<file path="config.mk">
export PLATFORM = sky130hd
export DESIGN_NAME = sofs_top
export DESIGN_NICKNAME = d
export VERILOG_FILES = /design/src/rtl/sofs_pkg.sv /design/src/rtl/sofs_status_if.sv /design/src/rtl/sofs_output_mux.sv /design/src/rtl/sofs_top.sv
export VERILOG_INCLUDE_DIRS = /design/src /design/src/rtl
export SDC_FILE = /design/constraint.sdc
export NUM_CORES = 1
export LEC_CHECK = 0
export BUFFER_PORTS_ARGS = -buffer_cell sky130_fd_sc_hd__buf_4
export CORE_MARGIN = 2
export CORE_UTILIZATION = 58
export CTS_BUF_LIST = sky130_fd_sc_hd__clkbuf_4 sky130_fd_sc_hd__clkbuf_8 sky130_fd_sc_hd__clkbuf_16
export CTS_CLUSTER_DIAMETER = 100
export DETAILED_ROUTE_END_ITERATION = 7
export PLACE_DENSITY = 0.85
export SLEW_MARGIN = 10
export SYNTH_ARGS = -nofsm -noshare
export SYNTH_HDL_FRONTEND = slang
export SYNTH_SLANG_ARGS = --single-unit
</file>
<file path="constraint.sdc">
create_clock -name i_clk -period 4 [get_ports i_clk]
set_input_delay 0.2 -clock i_clk [delete_from_list [all_inputs] [get_ports i_clk]]
set_output_delay 0.2 -clock i_clk [all_outputs]
set_load 0.01 [all_outputs]
</file>
<file path="src/rtl/sofs_defs.svh">
`ifndef SOFS_DEFS_SVH
`define SOFS_DEFS_SVH
`define SOFS_ADDR_OUT0 16'h0712
`define SOFS_ADDR_OUT1 16'h0714
`define SOFS_ADDR_OUT2 16'h0716
`define SOFS_ADDR_STEP 16'h0002
`define SOFS_FN_FREE 16'h0001
`define SOFS_FN_NOFAULT 16'h0002
`define SOFS_FN_ACTIVE 16'h0003
`define SOFS_FN_POSWIN 16'h0005
`define SOFS_FN_VELWIN 16'h0006
`define SOFS_FN_VELTHR 16'h0007
`define SOFS_FN_CURTHR 16'h0008
`define SOFS_FN_HALTACK 16'h0009
`define SOFS_FN_STILL 16'h000D
`define SOFS_FN_SELERR 16'h000E
`define SOFS_FN_SELWARN 16'h0010
`define SOFS_SEL_RESET 16'h0001
`endif

</file>
<file path="src/rtl/sofs_pkg.sv">
package sofs_pkg;
  typedef enum logic [1:0] {
    SOFS_MODE_JOG,
    SOFS_MODE_GEAR,
    SOFS_MODE_TORQUE,
    SOFS_MODE_VELOCITY
  } sofs_mode_type;
  typedef enum logic [2:0] {
    SOFS_ST_NOT_READY,
    SOFS_ST_SWITCH_ON_DISABLED,
    SOFS_ST_READY_TO_SWITCH_ON,
    SOFS_ST_SWITCHED_ON,
    SOFS_ST_OPERATION_ENABLE,
    SOFS_ST_QUICK_STOP,
    SOFS_ST_FAULT
  } sofs_state_type;
endpackage

</file>
<file path="src/rtl/sofs_status_if.sv">
`timescale 1ns/1ns
interface sofs_status_if;
  import sofs_pkg::*;
  sofs_state_type state;
  sofs_mode_type mode;
  logic pos_win;
  logic vel_win;
  logic vel_below;
  logic cur_below;
  logic halt_ack;
  logic standstill;
  logic sel_err;
  logic sel_warn;
  modport src (output state, mode, pos_win, vel_win, vel_below, cur_below, halt_ack,
    standstill, sel_err, sel_warn);
  modport dst (input state, mode, pos_win, vel_win, vel_below, cur_below, halt_ack,
    standstill, sel_err, sel_warn);
endinterface

</file>
<file path="src/rtl/sofs_output_mux.sv">
`timescale 1ns/1ns
`include "sofs_defs.svh"
module sofs_output_mux
  import sofs_pkg::*;
(
  input wire logic i_clk,
  input wire logic i_srst,
  input wire logic [15:0] i_sel,
  input wire logic i_user_level,
  sofs_status_if.dst st,
  output logic o_out
);
  logic out_d;
  always_comb begin
    out_d = 1'b0;
    case (i_sel)
      `SOFS_FN_FREE: out_d = i_user_level;
      `SOFS_FN_NOFAULT: out_d = (st.state == SOFS_ST_READY_TO_SWITCH_ON) ||
        (st.state == SOFS_ST_SWITCHED_ON) ||
        (st.state == SOFS_ST_OPERATION_ENABLE);
      `SOFS_FN_ACTIVE: out_d = (st.state == SOFS_ST_OPERATION_ENABLE);
      `SOFS_FN_POSWIN: out_d = st.pos_win &&
        ((st.mode == SOFS_MODE_JOG) || (st.mode == SOFS_MODE_GEAR));
      `SOFS_FN_VELWIN: out_d = st.vel_win && (st.mode != SOFS_MODE_TORQUE);
      `SOFS_FN_VELTHR: out_d = st.vel_below;
      `SOFS_FN_CURTHR: out_d = st.cur_below;
      `SOFS_FN_HALTACK: out_d = st.halt_ack;
      `SOFS_FN_STILL: out_d = st.standstill;
      `SOFS_FN_SELERR: out_d = st.sel_err;
      `SOFS_FN_SELWARN: out_d = st.sel_warn;
      default: out_d = 1'b0;
    endcase
  end
  always_ff @(posedge i_clk) begin
    if (i_srst) begin
      o_out <= 1'b0;
    end else begin
      o_out <= out_d;
    end
  end
endmodule

</file>
<file path="src/rtl/sofs_top.sv">
`timescale 1ns/1ns
`include "sofs_defs.svh"
module sofs_top
  import sofs_pkg::*;
#(
  parameter int NUM_OUT = 3
) (
  input wire logic i_clk,
  input wire logic i_srst,
  input wire logic i_wr,
  input wire logic i_rd,
  input wire logic [15:0] i_addr,
  input wire logic [15:0] i_wdata,
  output logic [15:0] o_rdata,
  output logic o_ack,
  output logic o_err,
  input wire logic i_power_stage_en,
  input wire logic [2:0] i_drive_state,
  input wire logic [1:0] i_mode,
  input wire logic i_pos_win,
  input wire logic i_vel_win,
  input wire logic i_vel_below,
  input wire logic i_cur_below,
  input wire logic i_halt_ack,
  input wire logic i_standstill,
  input wire logic i_sel_err,
  input wire logic i_sel_warn,
  input wire logic [NUM_OUT-1:0] i_user_level,
  output logic [NUM_OUT-1:0] o_dout,
  output logic [NUM_OUT*16-1:0] o_active_sel
);
  if (NUM_OUT < 1 || NUM_OUT > 3) begin : gen_bad_num_out
    $error("NUM_OUT must be 1 to 3");
  end

  function automatic logic sel_valid(input logic [15:0] v);
    case (v)
      `SOFS_FN_FREE, `SOFS_FN_NOFAULT, `SOFS_FN_ACTIVE, `SOFS_FN_POSWIN,
      `SOFS_FN_VELWIN, `SOFS_FN_VELTHR, `SOFS_FN_CURTHR, `SOFS_FN_HALTACK,
      `SOFS_FN_STILL, `SOFS_FN_SELERR, `SOFS_FN_SELWARN: sel_valid = 1'b1;
      default: sel_valid = 1'b0;
    endcase
  endfunction

  function automatic logic [15:0] out_addr(input int idx);
    out_addr = 16'(`SOFS_ADDR_OUT0 + idx * `SOFS_ADDR_STEP);
  endfunction

  logic [15:0] stored_q [NUM_OUT];
  logic [15:0] active_q [NUM_OUT];
  logic [NUM_OUT-1:0] hit;
  logic [15:0] rdata_d;
  logic any_hit;

  sofs_status_if st_if ();
  assign st_if.state = sofs_state_type'(i_drive_state);
  assign st_if.mode = sofs_mode_type'(i_mode);
  assign st_if.pos_win = i_pos_win;
  assign st_if.vel_win = i_vel_win;
  assign st_if.vel_below = i_vel_below;
  assign st_if.cur_below = i_cur_below;
  assign st_if.halt_ack = i_halt_ack;
  assign st_if.standstill = i_standstill;
  assign st_if.sel_err = i_sel_err;
  assign st_if.sel_warn = i_sel_warn;

  always_comb begin
    any_hit = 1'b0;
    rdata_d = 16'h0000;
    for (int k = 0; k < NUM_OUT; k++) begin
      if (hit[k]) begin
        any_hit = 1'b1;
        rdata_d = stored_q[k];
      end
    end
  end

  genvar g;
  generate
    for (g = 0; g < NUM_OUT; g++) begin : gen_out
      assign hit[g] = (i_addr == out_addr(g));
      // persistent store survives reset; blank or corrupt content falls back to factory value
      always_ff @(posedge i_clk) begin
        if (i_srst) begin
          if (!sel_valid(stored_q[g])) begin
            stored_q[g] <= `SOFS_SEL_RESET;
          end
        end else if (i_wr && hit[g] && !i_power_stage_en && sel_valid(i_wdata)) begin
          stored_q[g] <= i_wdata;
        end
      end
      // reset models power-up: stored value becomes active
      always_ff @(posedge i_clk) begin
        if (i_srst) begin
          active_q[g] <= sel_valid(stored_q[g]) ? stored_q[g] : `SOFS_SEL_RESET;
        end
      end
      assign o_active_sel[g*16 +: 16] = active_q[g];
      sofs_output_mux u_mux (
        .i_clk(i_clk),
        .i_srst(i_srst),
        .i_sel(active_q[g]),
        .i_user_level(i_user_level[g]),
        .st(st_if.dst),
        .o_out(o_dout[g])
      );
    end
  endgenerate

  always_ff @(posedge i_clk) begin
    if (i_srst) begin
      o_ack <= 1'b0;
      o_err <= 1'b0;
      o_rdata <= 16'h0000;
    end else begin
      o_ack <= (i_wr || i_rd) && any_hit &&
        !(i_wr && (i_power_stage_en || !sel_valid(i_wdata)));
      o_err <= (i_wr || i_rd) && !(any_hit &&
        !(i_wr && (i_power_stage_en || !sel_valid(i_wdata))));
      if (i_rd && any_hit) begin
        o_rdata <= rdata_d;
      end
    end
  end
endmodule
</file>
==> impl_metrics.ini, run 1 <==
[layout]
nNetsFinal = 675
final_cell_mix = buf_4 (121), edfxtp_1 (96), conb_1 (66), nand2_1 (27), a21oi_1 (23)
areaGrowthSynthToFinish_pct = 33.9
layoutNonFillerInstCount = 739
stdcell_area_sq_um = 7000
final_layout_size_suffix_gt1_frac = 0.274
layout_commonest_cell = buf_4
fin_util = 0.803
insertedDiodeCount = 0

[worst_setup_path]
slowest_stage = a21o_1
startpoint_type = primary input
end_kind = flip-flop
path_max_fanout = 16
critPathArrivalTime_ns = 2.81
max_stage_delay_ns = 0.54
critical_path_required_ns = 4.13
crit_chain = dlygate4sd3_1, buf_4, inv_1, ha_1, or2_2, a21oi_1, o2111ai_1, nor2_1, a21o_1
path_buf_inv = 3
critPathKind = in -> reg
cp_top_family = compound AO/OA/AOI/OAI gates

[route]
routed_via_density = 5.75
dr.max_layer_used = met4
wl_per_cell_um = 17.3
drc = 0
ant_nets = 0
wl_met1_um = 4850
vias = 4250
first_pass_iters = 6
drtIter0Drc = 306
wirelength_um = 12800
wl_met2_um = 6660
wl_met3_um = 990

[clock_network]
clk_pin_slew_ns = 0.06
cts_setup_buffers = 0
clockRootBuffer = clkbuf_8
clk_path_buf_depth = 2
numCtsBuffers = 17
htree_num_levels = 4
clock_latency_ns = 0.51
cts.sinks = 117
cts_tree = done

[timing]
worstMarginPinSlew_ns = 0.855
timing.fmax_mhz = 374
finalCritPeriodShare = 0.669
period_minus_slack_ns = 2.67
maxSlewViolCount = 0
worst_hold_slack_ns = 0.0276
fin_tns_setup_ns = 0
hold_viol = 0
fin_skew_ns = 0.00863
finalSetupViolCount = 0
worst_slack_ns = 1.33
rsz0062_at_grt = no
max_slew_margin = 0.430

[global_route]
grt_start_max_net_pins = 74
grt_overflow_total = 0
grt_usage = 0.268
grt_pass1_vias = 4111
antenna_found_initial = 0
grt_pass1_wl_um = 20400

[place]
place_worst_setup_slack_ns = 1.11
place_area_sq_um = 6410
dpl.cell_count = 701
placement.io_buffers = 121
globalplace.congestion = 0.936
dp_hpwl_um = 8710

[synth]
syn-cell-area_sq_um = 5230
yosysUniqueCellTypes = 58
synth_area_per_cell_sq_um = 12.2
synthFlopType = edfxtp_1
ys_seq_area_frac = 0.632
synth.top_cell.area_share = 0.551
ys_ff_latch = 117
synth_area_leaders = edfxtp_1 (55%), dfxtp_1 (8.0%), mux2_2 (3.0%), a22oi_1 (2.6%), nor4_1 (2.4%)
synth_area_leader_cell = edfxtp_1
async_reset_ff_frac = 0
synth-edff-count = 96
ys_warn_count = 0
postSynthCellCount = 427

[job]
maxCapViolations = 0

[floorplan]
initial_core_util = 0.600
die-area_sq_um = 9790
fp.dieW_um = 98.9
num_io_pins = 122
core_area_sq_um = 8720
rows = 34
die_y_um = 98.9

[pwr]
total_power_mw = 2.97
ir_drop_uv = 289
leakagePower_nw = 2.77
p_per_area_nw_per_um2 = 423

[min_path]
min_path_type = in -> reg

[status]
status = complete, no violations
power by group:
part	switching, mW	total [mW]	internal, mW
clock	0.547	1.31	0.759
sequential	0.0441	1.43	1.38
combinational	0.118	0.231	0.113
total	0.709	2.97	2.26
flip-flops by register name (all words and copies together), names as in the netlist:
name / count
active_q: 48
stored_q: 48
o_rdata: 16
gen_out.u_mux.o_out: 3
o_ack: 1
o_err: 1
worst reg2reg max path: stages (launching register included):
cell	delay (ns)
edfxtp_1	0.35
inv_1	0.12
ha_1	0.25
mux2_2	0.27
a211oi_1	0.33
nor2_1	0.16
o21bai_2	0.67
what timing repair did:
| item | 4_1_cts | 5_1_grt |
|---|---|---|
| gates resized for setup | 0 | 0 |
| hold endpoints to repair | 6 | 0 |
| hold buffers | 6 | 0 |
cell families (layout without fill, tap and decap cells):
family | Yosys count | count (layout) | synth area share
other | 1 | 66 | 0.000717
muxes | 18 | 18 | 0.0402
adders and majority gates | 4 | 4 | 0.00957
buffers and inverters | 40 | 179 | 0.0337
AOI/OAI and AO/OA | 90 | 90 | 0.111
DFF | 117 | 117 | 0.632
and+or+nand+nor | 157 | 157 | 0.173
cell usage after synthesis, types with 3 or more instances:
cell type / instances
edfxtp_1: 96
nand2_1: 27
a21oi_1: 23
dfxtp_1: 21
nor4_1: 20
o21ai_0: 20
inv_1: 19
nor2_1: 19
a22oi_1: 18
or3_1: 16
and2_1: 14
mux2_2: 14
clkbuf_1: 10
nand2b_1: 9
nor3_1: 9
nand3_1: 8
nor2b_1: 8
buf_2: 6
nor3b_1: 5
a311oi_1: 4
ha_1: 4
a211oi_1: 3
a21boi_0: 3
and3_1: 3
and4_1: 3
buf_4: 3
mux2i_1: 3
o2111ai_1: 3
final timing paths:
path | start | to | slack (ns) | cells past startpoint
worst min-delay path | i_wdata[2] | stored_q[2][2]$_SDFFCE_PN0P_ | 0.03 | 2
worst min register to register | o_rdata[13]$_SDFFE_PP0P_ | o_rdata[13]$_SDFFE_PP0P_ | 0.46 | 2
worst max-delay path | i_wdata[1] | stored_q[1][2]$_SDFFCE_PN0P_ | 1.33 | 9
worst max register to register | stored_q[0][1]$_SDFFCE_PN0P_ | stored_q[0][0]$_SDFFCE_PN1P_ | 1.48 | 6
metal layers:
layer | vias to the layer above | GRT usage
li1 | 1954 | -
met1 | 2030 | 0.332
met2 | 236 | 0.456
met3 | 30 | 0.0681
met4 | 0 | 0.0938
met5 | - | 0
area by class of cell:
class                      instances  area (sq um)
tap                              108           135
multi-input combinational        335          2000
clock buffer                      17           414
fill                             492          1720
clock inverter                    15           109
timing repair buffer             127           968
sequential                       117          3300
inverter                          20          75.1
Note: power is estimated with default switching activity, not from simulation.
==> inputs of run 2 (changes only) <==
--- a/config.mk
+++ b/config.mk
@@ -8,11 +8,11 @@
 export LEC_CHECK = 0
 export BUFFER_PORTS_ARGS = -buffer_cell sky130_fd_sc_hd__buf_4
 export CORE_MARGIN = 2
-export CORE_UTILIZATION = 58
+export CORE_UTILIZATION = 54
 export CTS_BUF_LIST = sky130_fd_sc_hd__clkbuf_4 sky130_fd_sc_hd__clkbuf_8 sky130_fd_sc_hd__clkbuf_16
 export CTS_CLUSTER_DIAMETER = 100
 export DETAILED_ROUTE_END_ITERATION = 7
-export PLACE_DENSITY = 0.85
+export PLACE_DENSITY = 0.8
 export SLEW_MARGIN = 10
 export SYNTH_ARGS = -nofsm -noshare
 export SYNTH_HDL_FRONTEND = slang
==> constraint.sdc (replaced) <==
create_clock -name i_clk -period 2.7 [get_ports i_clk]
set_input_delay 0.135 -clock i_clk [delete_from_list [all_inputs] [get_ports i_clk]]
set_output_delay 0.135 -clock i_clk [all_outputs]
set_load 0.01 [all_outputs]
==> run 2 against run 1 <==
  * Sequential cell count stayed put
  * Register-to-register slack worse by 1.3 ns
  * Sequential power is 48% higher
  * Critical endpoint is now stored_q[0][15]$_SDFFCE_PN0P_
==> impl_metrics.ini, run 2 (synthesis gave the netlist of run 1 again) <==
[status]
status = complete, no violations

[place]
placement.io_buffers = 121
dp_hpwl_um = 8630
dpl.cell_count = 729
globalplace.congestion = 0.908

[timing]
maxSlewViolCount = 0
period_minus_slack_ns = 2.48
finalCritPeriodShare = 0.918
hold_viol = 0
fin_tns_setup_ns = 0
fin_skew_ns = 0.00959
worst_hold_slack_ns = 0.113
timing.fmax_mhz = 403
finalSetupViolCount = 0
max_slew_margin = 0.455
worstMarginPinSlew_ns = 0.817
rsz0062_at_grt = no

[route]
first_pass_iters = 5
drtIter0Drc = 276
drc = 0
ant_nets = 0
wl_met3_um = 666
wl_per_cell_um = 16.3
wl_met1_um = 4730
wl_met2_um = 6800
dr.max_layer_used = met4
wirelength_um = 12500
routed_via_density = 5.41
vias = 4173

[worst_setup_path]
cp_top_family = buffers and inverters
slowest_stage = dlygate4sd3_1
crit_chain = dlygate4sd3_1, buf_4, inv_1, ha_1, or2_2, a21oi_1, o2111ai_1, nor3b_2, o21bai_1, buf_12
critical_path_required_ns = 2.92
path_buf_inv = 4
max_stage_delay_ns = 0.54
startpoint_type = primary input
critPathKind = in -> reg
path_max_fanout = 11
critPathArrivalTime_ns = 2.70
end_kind = flip-flop

[clock_network]
numCtsBuffers = 17
cts_hold_buf = 10
htree_num_levels = 4
clock_latency_ns = 0.51
clk_path_buf_depth = 2
clockRootBuffer = clkbuf_8
cts_tree = done
clk_pin_slew_ns = 0.05
cts.sinks = 117
cts_setup_buffers = 0
cts_resized = 0

[floorplan]
fp.dieW_um = 102
rows = 35
num_io_pins = 122
die-area_sq_um = 10500
initial_core_util = 0.561
core_area_sq_um = 9330
die_y_um = 102

[min_path]
min_path_type = in -> reg

[global_route]
grt_start_max_net_pins = 72
antenna_found_initial = 0
grt_overflow_total = 0
grt_pass1_vias = 4141
grt_usage = 0.246
grt_pass1_wl_um = 19300

[pwr]
total_power_mw = 4.48
seqPwrFrac = 0.472
p_comb_frac = 0.079
p_sw_mw = 1.01
internal_power_mw = 3.48
leakagePower_nw = 2.85
switching_share = 0.224
p_clk_frac = 0.449
ir_drop_uv = 452
p_per_area_nw_per_um2 = 627

[job]
maxCapViolations = 0

[layout]
reg.largest.list = active_q (48), stored_q (48), o_rdata (16)
areaGrowthSynthToFinish_pct = 36.7
layout_commonest_cell = buf_4
multi_input_area_sq_um = 1990
final_layout_size_suffix_gt1_frac = 0.279
layoutNonFillerInstCount = 771
nFillCells = 632
seq_area_sq_um = 3300
insertedDiodeCount = 0
final_cell_mix = buf_4 (127), edfxtp_1 (96), conb_1 (66), nand2_1 (27), a21oi_1 (23)
nNetsFinal = 686
-- run 2: metal layers --
layer	up-vias	track usage
met5	-	0
met4	0	0.113
met3	34	0.0575
met2	170	0.449
met1	1988	0.271
li1	1981	-
-- run 2: final cells by class --
type                       count  share of cell area
sequential                   117               0.462
timing repair buffer         138               0.150
inverter                      20              0.0105
tap                          129              0.0226
multi-input combinational    335               0.279
clock inverter                 9             0.00700
clock buffer                  23              0.0685
-- run 2: path summary, 6_finish.rpt --
path | from | endpoint | slack, ns | cells past startpoint
setup reg to reg | stored_q[0][1]$_SDFFCE_PN0P_ | stored_q[0][15]$_SDFFCE_PN0P_ | 0.23 | 7
hold reg to reg | o_rdata[8]$_SDFFE_PP0P_ | o_rdata[8]$_SDFFE_PP0P_ | 0.46 | 2
hold / removal | i_vel_below | gen_out[1].u_mux.o_out$_SDFF_PP0_ | 0.11 | 5
setup / recovery | i_wdata[0] | stored_q[0][15]$_SDFFCE_PN0P_ | 0.22 | 10
-- run 2: power groups by stage --
stage / clock (mW) / combinational, mW / sequential (mW)
after CTS: 2.03 / 0.350 / 2.11
after detailed placement: 0 / 0.335 / 2.15
after floorplan: 0 / 0.126 / 2.15
after global placement: 0 / 0.326 / 2.14
after global routing: 2.11 / 0.386 / 2.12
final: 2.01 / 0.355 / 2.11
-- run 2: worst register-to-register path, stage by stage (launching register included) --
cell and delay, ns:
edfxtp_1 0.37, inv_1 0.11, ha_1 0.23, mux2_2 0.26
a211oi_1 0.30, nor2_1 0.13, o21bai_1 0.56, buf_12 0.22
-- run 2: per-stage QoR --
step | setup WS (ns) | util | cell area [sq um]
3_5_place_dp | 0.245 | 0.698 | 6510
3_3_place_gp | 0.378 | 0.698 | 6510
5_1_grt | 0.0318 | 0.766 | 7150
2_1_floorplan | 0.204 | - | 5470
6_report | 0.220 | 0.766 | 7150
4_1_cts | 0.218 | 0.766 | 7150
==> inputs of run 3 (changes only) <==
--- a/config.mk
+++ b/config.mk
@@ -6,12 +6,13 @@
 export SDC_FILE = /design/constraint.sdc
 export NUM_CORES = 1
 export LEC_CHECK = 0
-export BUFFER_PORTS_ARGS = -buffer_cell sky130_fd_sc_hd__buf_4
+export BUFFER_PORTS_ARGS = -buffer_cell sky130_fd_sc_hd__buf_2
 export CORE_MARGIN = 2
 export CORE_UTILIZATION = 54
 export CTS_BUF_LIST = sky130_fd_sc_hd__clkbuf_4 sky130_fd_sc_hd__clkbuf_8 sky130_fd_sc_hd__clkbuf_16
 export CTS_CLUSTER_DIAMETER = 100
 export DETAILED_ROUTE_END_ITERATION = 7
+export MAX_ROUTING_LAYER = met4
 export PLACE_DENSITY = 0.8
 export SLEW_MARGIN = 10
 export SYNTH_ARGS = -nofsm -noshare
==> run 3 against run 2 <==
  * Setup slack improved by 0.0086 ns
  * Critical endpoint is now stored_q[0][11]$_SDFFCE_PN0P_
  * Global-route usage about the same
  * Clock power rose by 9%
  * Highest routed layer unchanged
  * Critical path depth stayed put
  * Non-clock buffer count is 2 lower
  * Critical path type unchanged
  * Power up 2.8%
  * Die area stayed put
  * Via count shrank 0.93%
  * Core utilization down 3.1 points
  * Sequential share of layout area grew 2.0 points
==> impl_metrics.ini, run 3 (synthesis gave the netlist of run 1 again) <==
[place]
placement.io_buffers = 121
place_worst_setup_slack_ns = 0.345
dp_hpwl_um = 8490
globalplace.congestion = 0.967

[worst_setup_path]
end_kind = flip-flop
critPathKind = in -> reg
startpoint_type = primary input
critical_path_required_ns = 2.90
reg2reg_depth = 7
path_max_fanout = 16
critPathArrivalTime_ns = 2.67

[timing]
finalSetupViolCount = 0
period_minus_slack_ns = 2.47
max_slew_margin = 0.539
fin_tns_setup_ns = 0
worstMarginPinSlew_ns = 0.690
maxSlewViolCount = 0
timing.fmax_mhz = 405
worst_slack_ns = 0.229
rsz0062_at_grt = no
hold_viol = 0
finalCritPeriodShare = 0.915
fin_skew_ns = 0.00637

[clock_network]
cts_setup_buffers = 0
clk_pin_slew_ns = 0.05
htree_num_levels = 4
clock_latency_ns = 0.51
numCtsBuffers = 17
clk_path_buf_depth = 2
cts_tree = done
clockRootBuffer = clkbuf_8
cts.sinks = 117

[route]
vias = 4134
first_pass_iters = 4
wirelength_um = 12300
routed_via_density = 5.38
wl_per_cell_um = 16.0
ant_nets = 0
drtIter0Drc = 302
drc = 0

[floorplan]
die-area_sq_um = 10500
core_area_sq_um = 9330
num_io_pins = 122
die_y_um = 102
initial_core_util = 0.561
fp.dieW_um = 102
rows = 35

[pwr]
p_clk_frac = 0.476
p_sw_mw = 1.02
seqPwrFrac = 0.457
p_per_area_nw_per_um2 = 672
switching_share = 0.222
leakagePower_nw = 2.76
p_comb_frac = 0.067
ir_drop_uv = 532
internal_power_mw = 3.58

[layout]
final_layout_size_suffix_gt1_frac = 0.278
nNetsFinal = 684
insertedDiodeCount = 0
final_cell_mix = buf_2 (121), edfxtp_1 (96), conb_1 (66), nand2_1 (27), a21oi_1 (23)
areaGrowthSynthToFinish_pct = 31.1
reg.largest.list = active_q (48), stored_q (48), o_rdata (16)
layout_commonest_cell = buf_2

[min_path]
min_path_type = in -> reg
min_path_cells = 2

[global_route]
grt_pass1_vias = 3913
grt_overflow_total = 0
grt_pass1_wl_um = 18400
antenna_found_initial = 0
grt_start_max_net_pins = 51
grt_usage = 0.245

[job]
maxCapViolations = 0

[status]
status = complete, no violations
## run 3: cell count changes in the layout (fill, tap and decap cells not counted), moves of 2 or more
cell           delta
buf_2           +121
buf_4           -120
bufinv_16         +3
clkinv_4          +3
inv_4             -3
clkbuf_4          -2
clkbuf_8          -2
clkinvlp_4        +2
dlygate4sd3_1     -2
## run 3: power groups by stage
| stage | clock [mW] | combinational (mW) | sequential (mW) |
|---|---|---|---|
| 3_5_place_dp | 0 | 0.289 | 2.14 |
| 5_1_grt | 2.29 | 0.338 | 2.12 |
| 2_1_floorplan | 0 | 0.126 | 2.15 |
| 4_1_cts | 2.21 | 0.302 | 2.11 |
| 6_report | 2.19 | 0.309 | 2.11 |
| 3_3_place_gp | 0 | 0.279 | 2.14 |
## run 3: worst paths after layout
check	from	end	slack, ns
max	i_wdata[1]	stored_q[0][11]$_SDFFCE_PN0P_	0.23
min	i_wdata[4]	stored_q[2][4]$_SDFFCE_PN0P_	0.02
max reg2reg	stored_q[1][1]$_SDFFCE_PN0P_	stored_q[1][14]$_SDFFCE_PN0P_	0.49
min reg2reg	o_rdata[2]$_SDFFE_PP0P_	o_rdata[2]$_SDFFE_PP0P_	0.45
## run 3: stage by stage
step / cell area [sq um] / utilization / hold slack (ns) / total power, mW / std cells
4_1_cts: 6850 / 0.735 / 0.00554 / 4.62 / 769
5_1_grt: 6850 / 0.735 / 0.0104 / 4.75 / 769
2_1_floorplan: 5470 / - / 0.247 / 2.28 / 492
3_5_place_dp: 6190 / 0.664 / 0.440 / 2.43 / 729
6_report: 6850 / 0.735 / 0.0212 / 4.61 / 769
3_3_place_gp: 6190 / 0.664 / 0.407 / 2.41 / 729
## run 3: repair_timing
item,4_1_cts,5_1_grt
hold buffers,8,0
endpoints found under the hold margin,11,0
setup endpoints to repair,0,0
gates resized for setup,0,0
## run 3: critical path, cell delays in order
cell and delay, ns:
dlygate4sd3_1 0.54, buf_2 0.12, inv_1 0.07, ha_1 0.19, or2_2 0.30, a21oi_1 0.16, o2111ai_1 0.34, nor3b_2 0.40
o21bai_1 0.16, buf_4 0.25
## run 3: area by class of cell
| class | count | area [sq um] |
|---|---|---|
| Clock inverter | 14 | 161 |
| Sequential cell | 117 | 3300 |
| Multi-Input combinational cell | 335 | 1990 |
| Tap cell | 129 | 161 |
| Inverter | 20 | 75.1 |
| Timing Repair Buffer | 136 | 738 |
| Fill cell | 648 | 2470 |
| Clock buffer | 18 | 422 |
## run 3: metal layers
layer	wire length (um)	vias up	GRT usage
li1	-	1972	-
met5	0	-	-
met4	256	0	0.102
met1	4790	1979	0.274
met2	6540	165	0.428
met3	697	18	0.0520
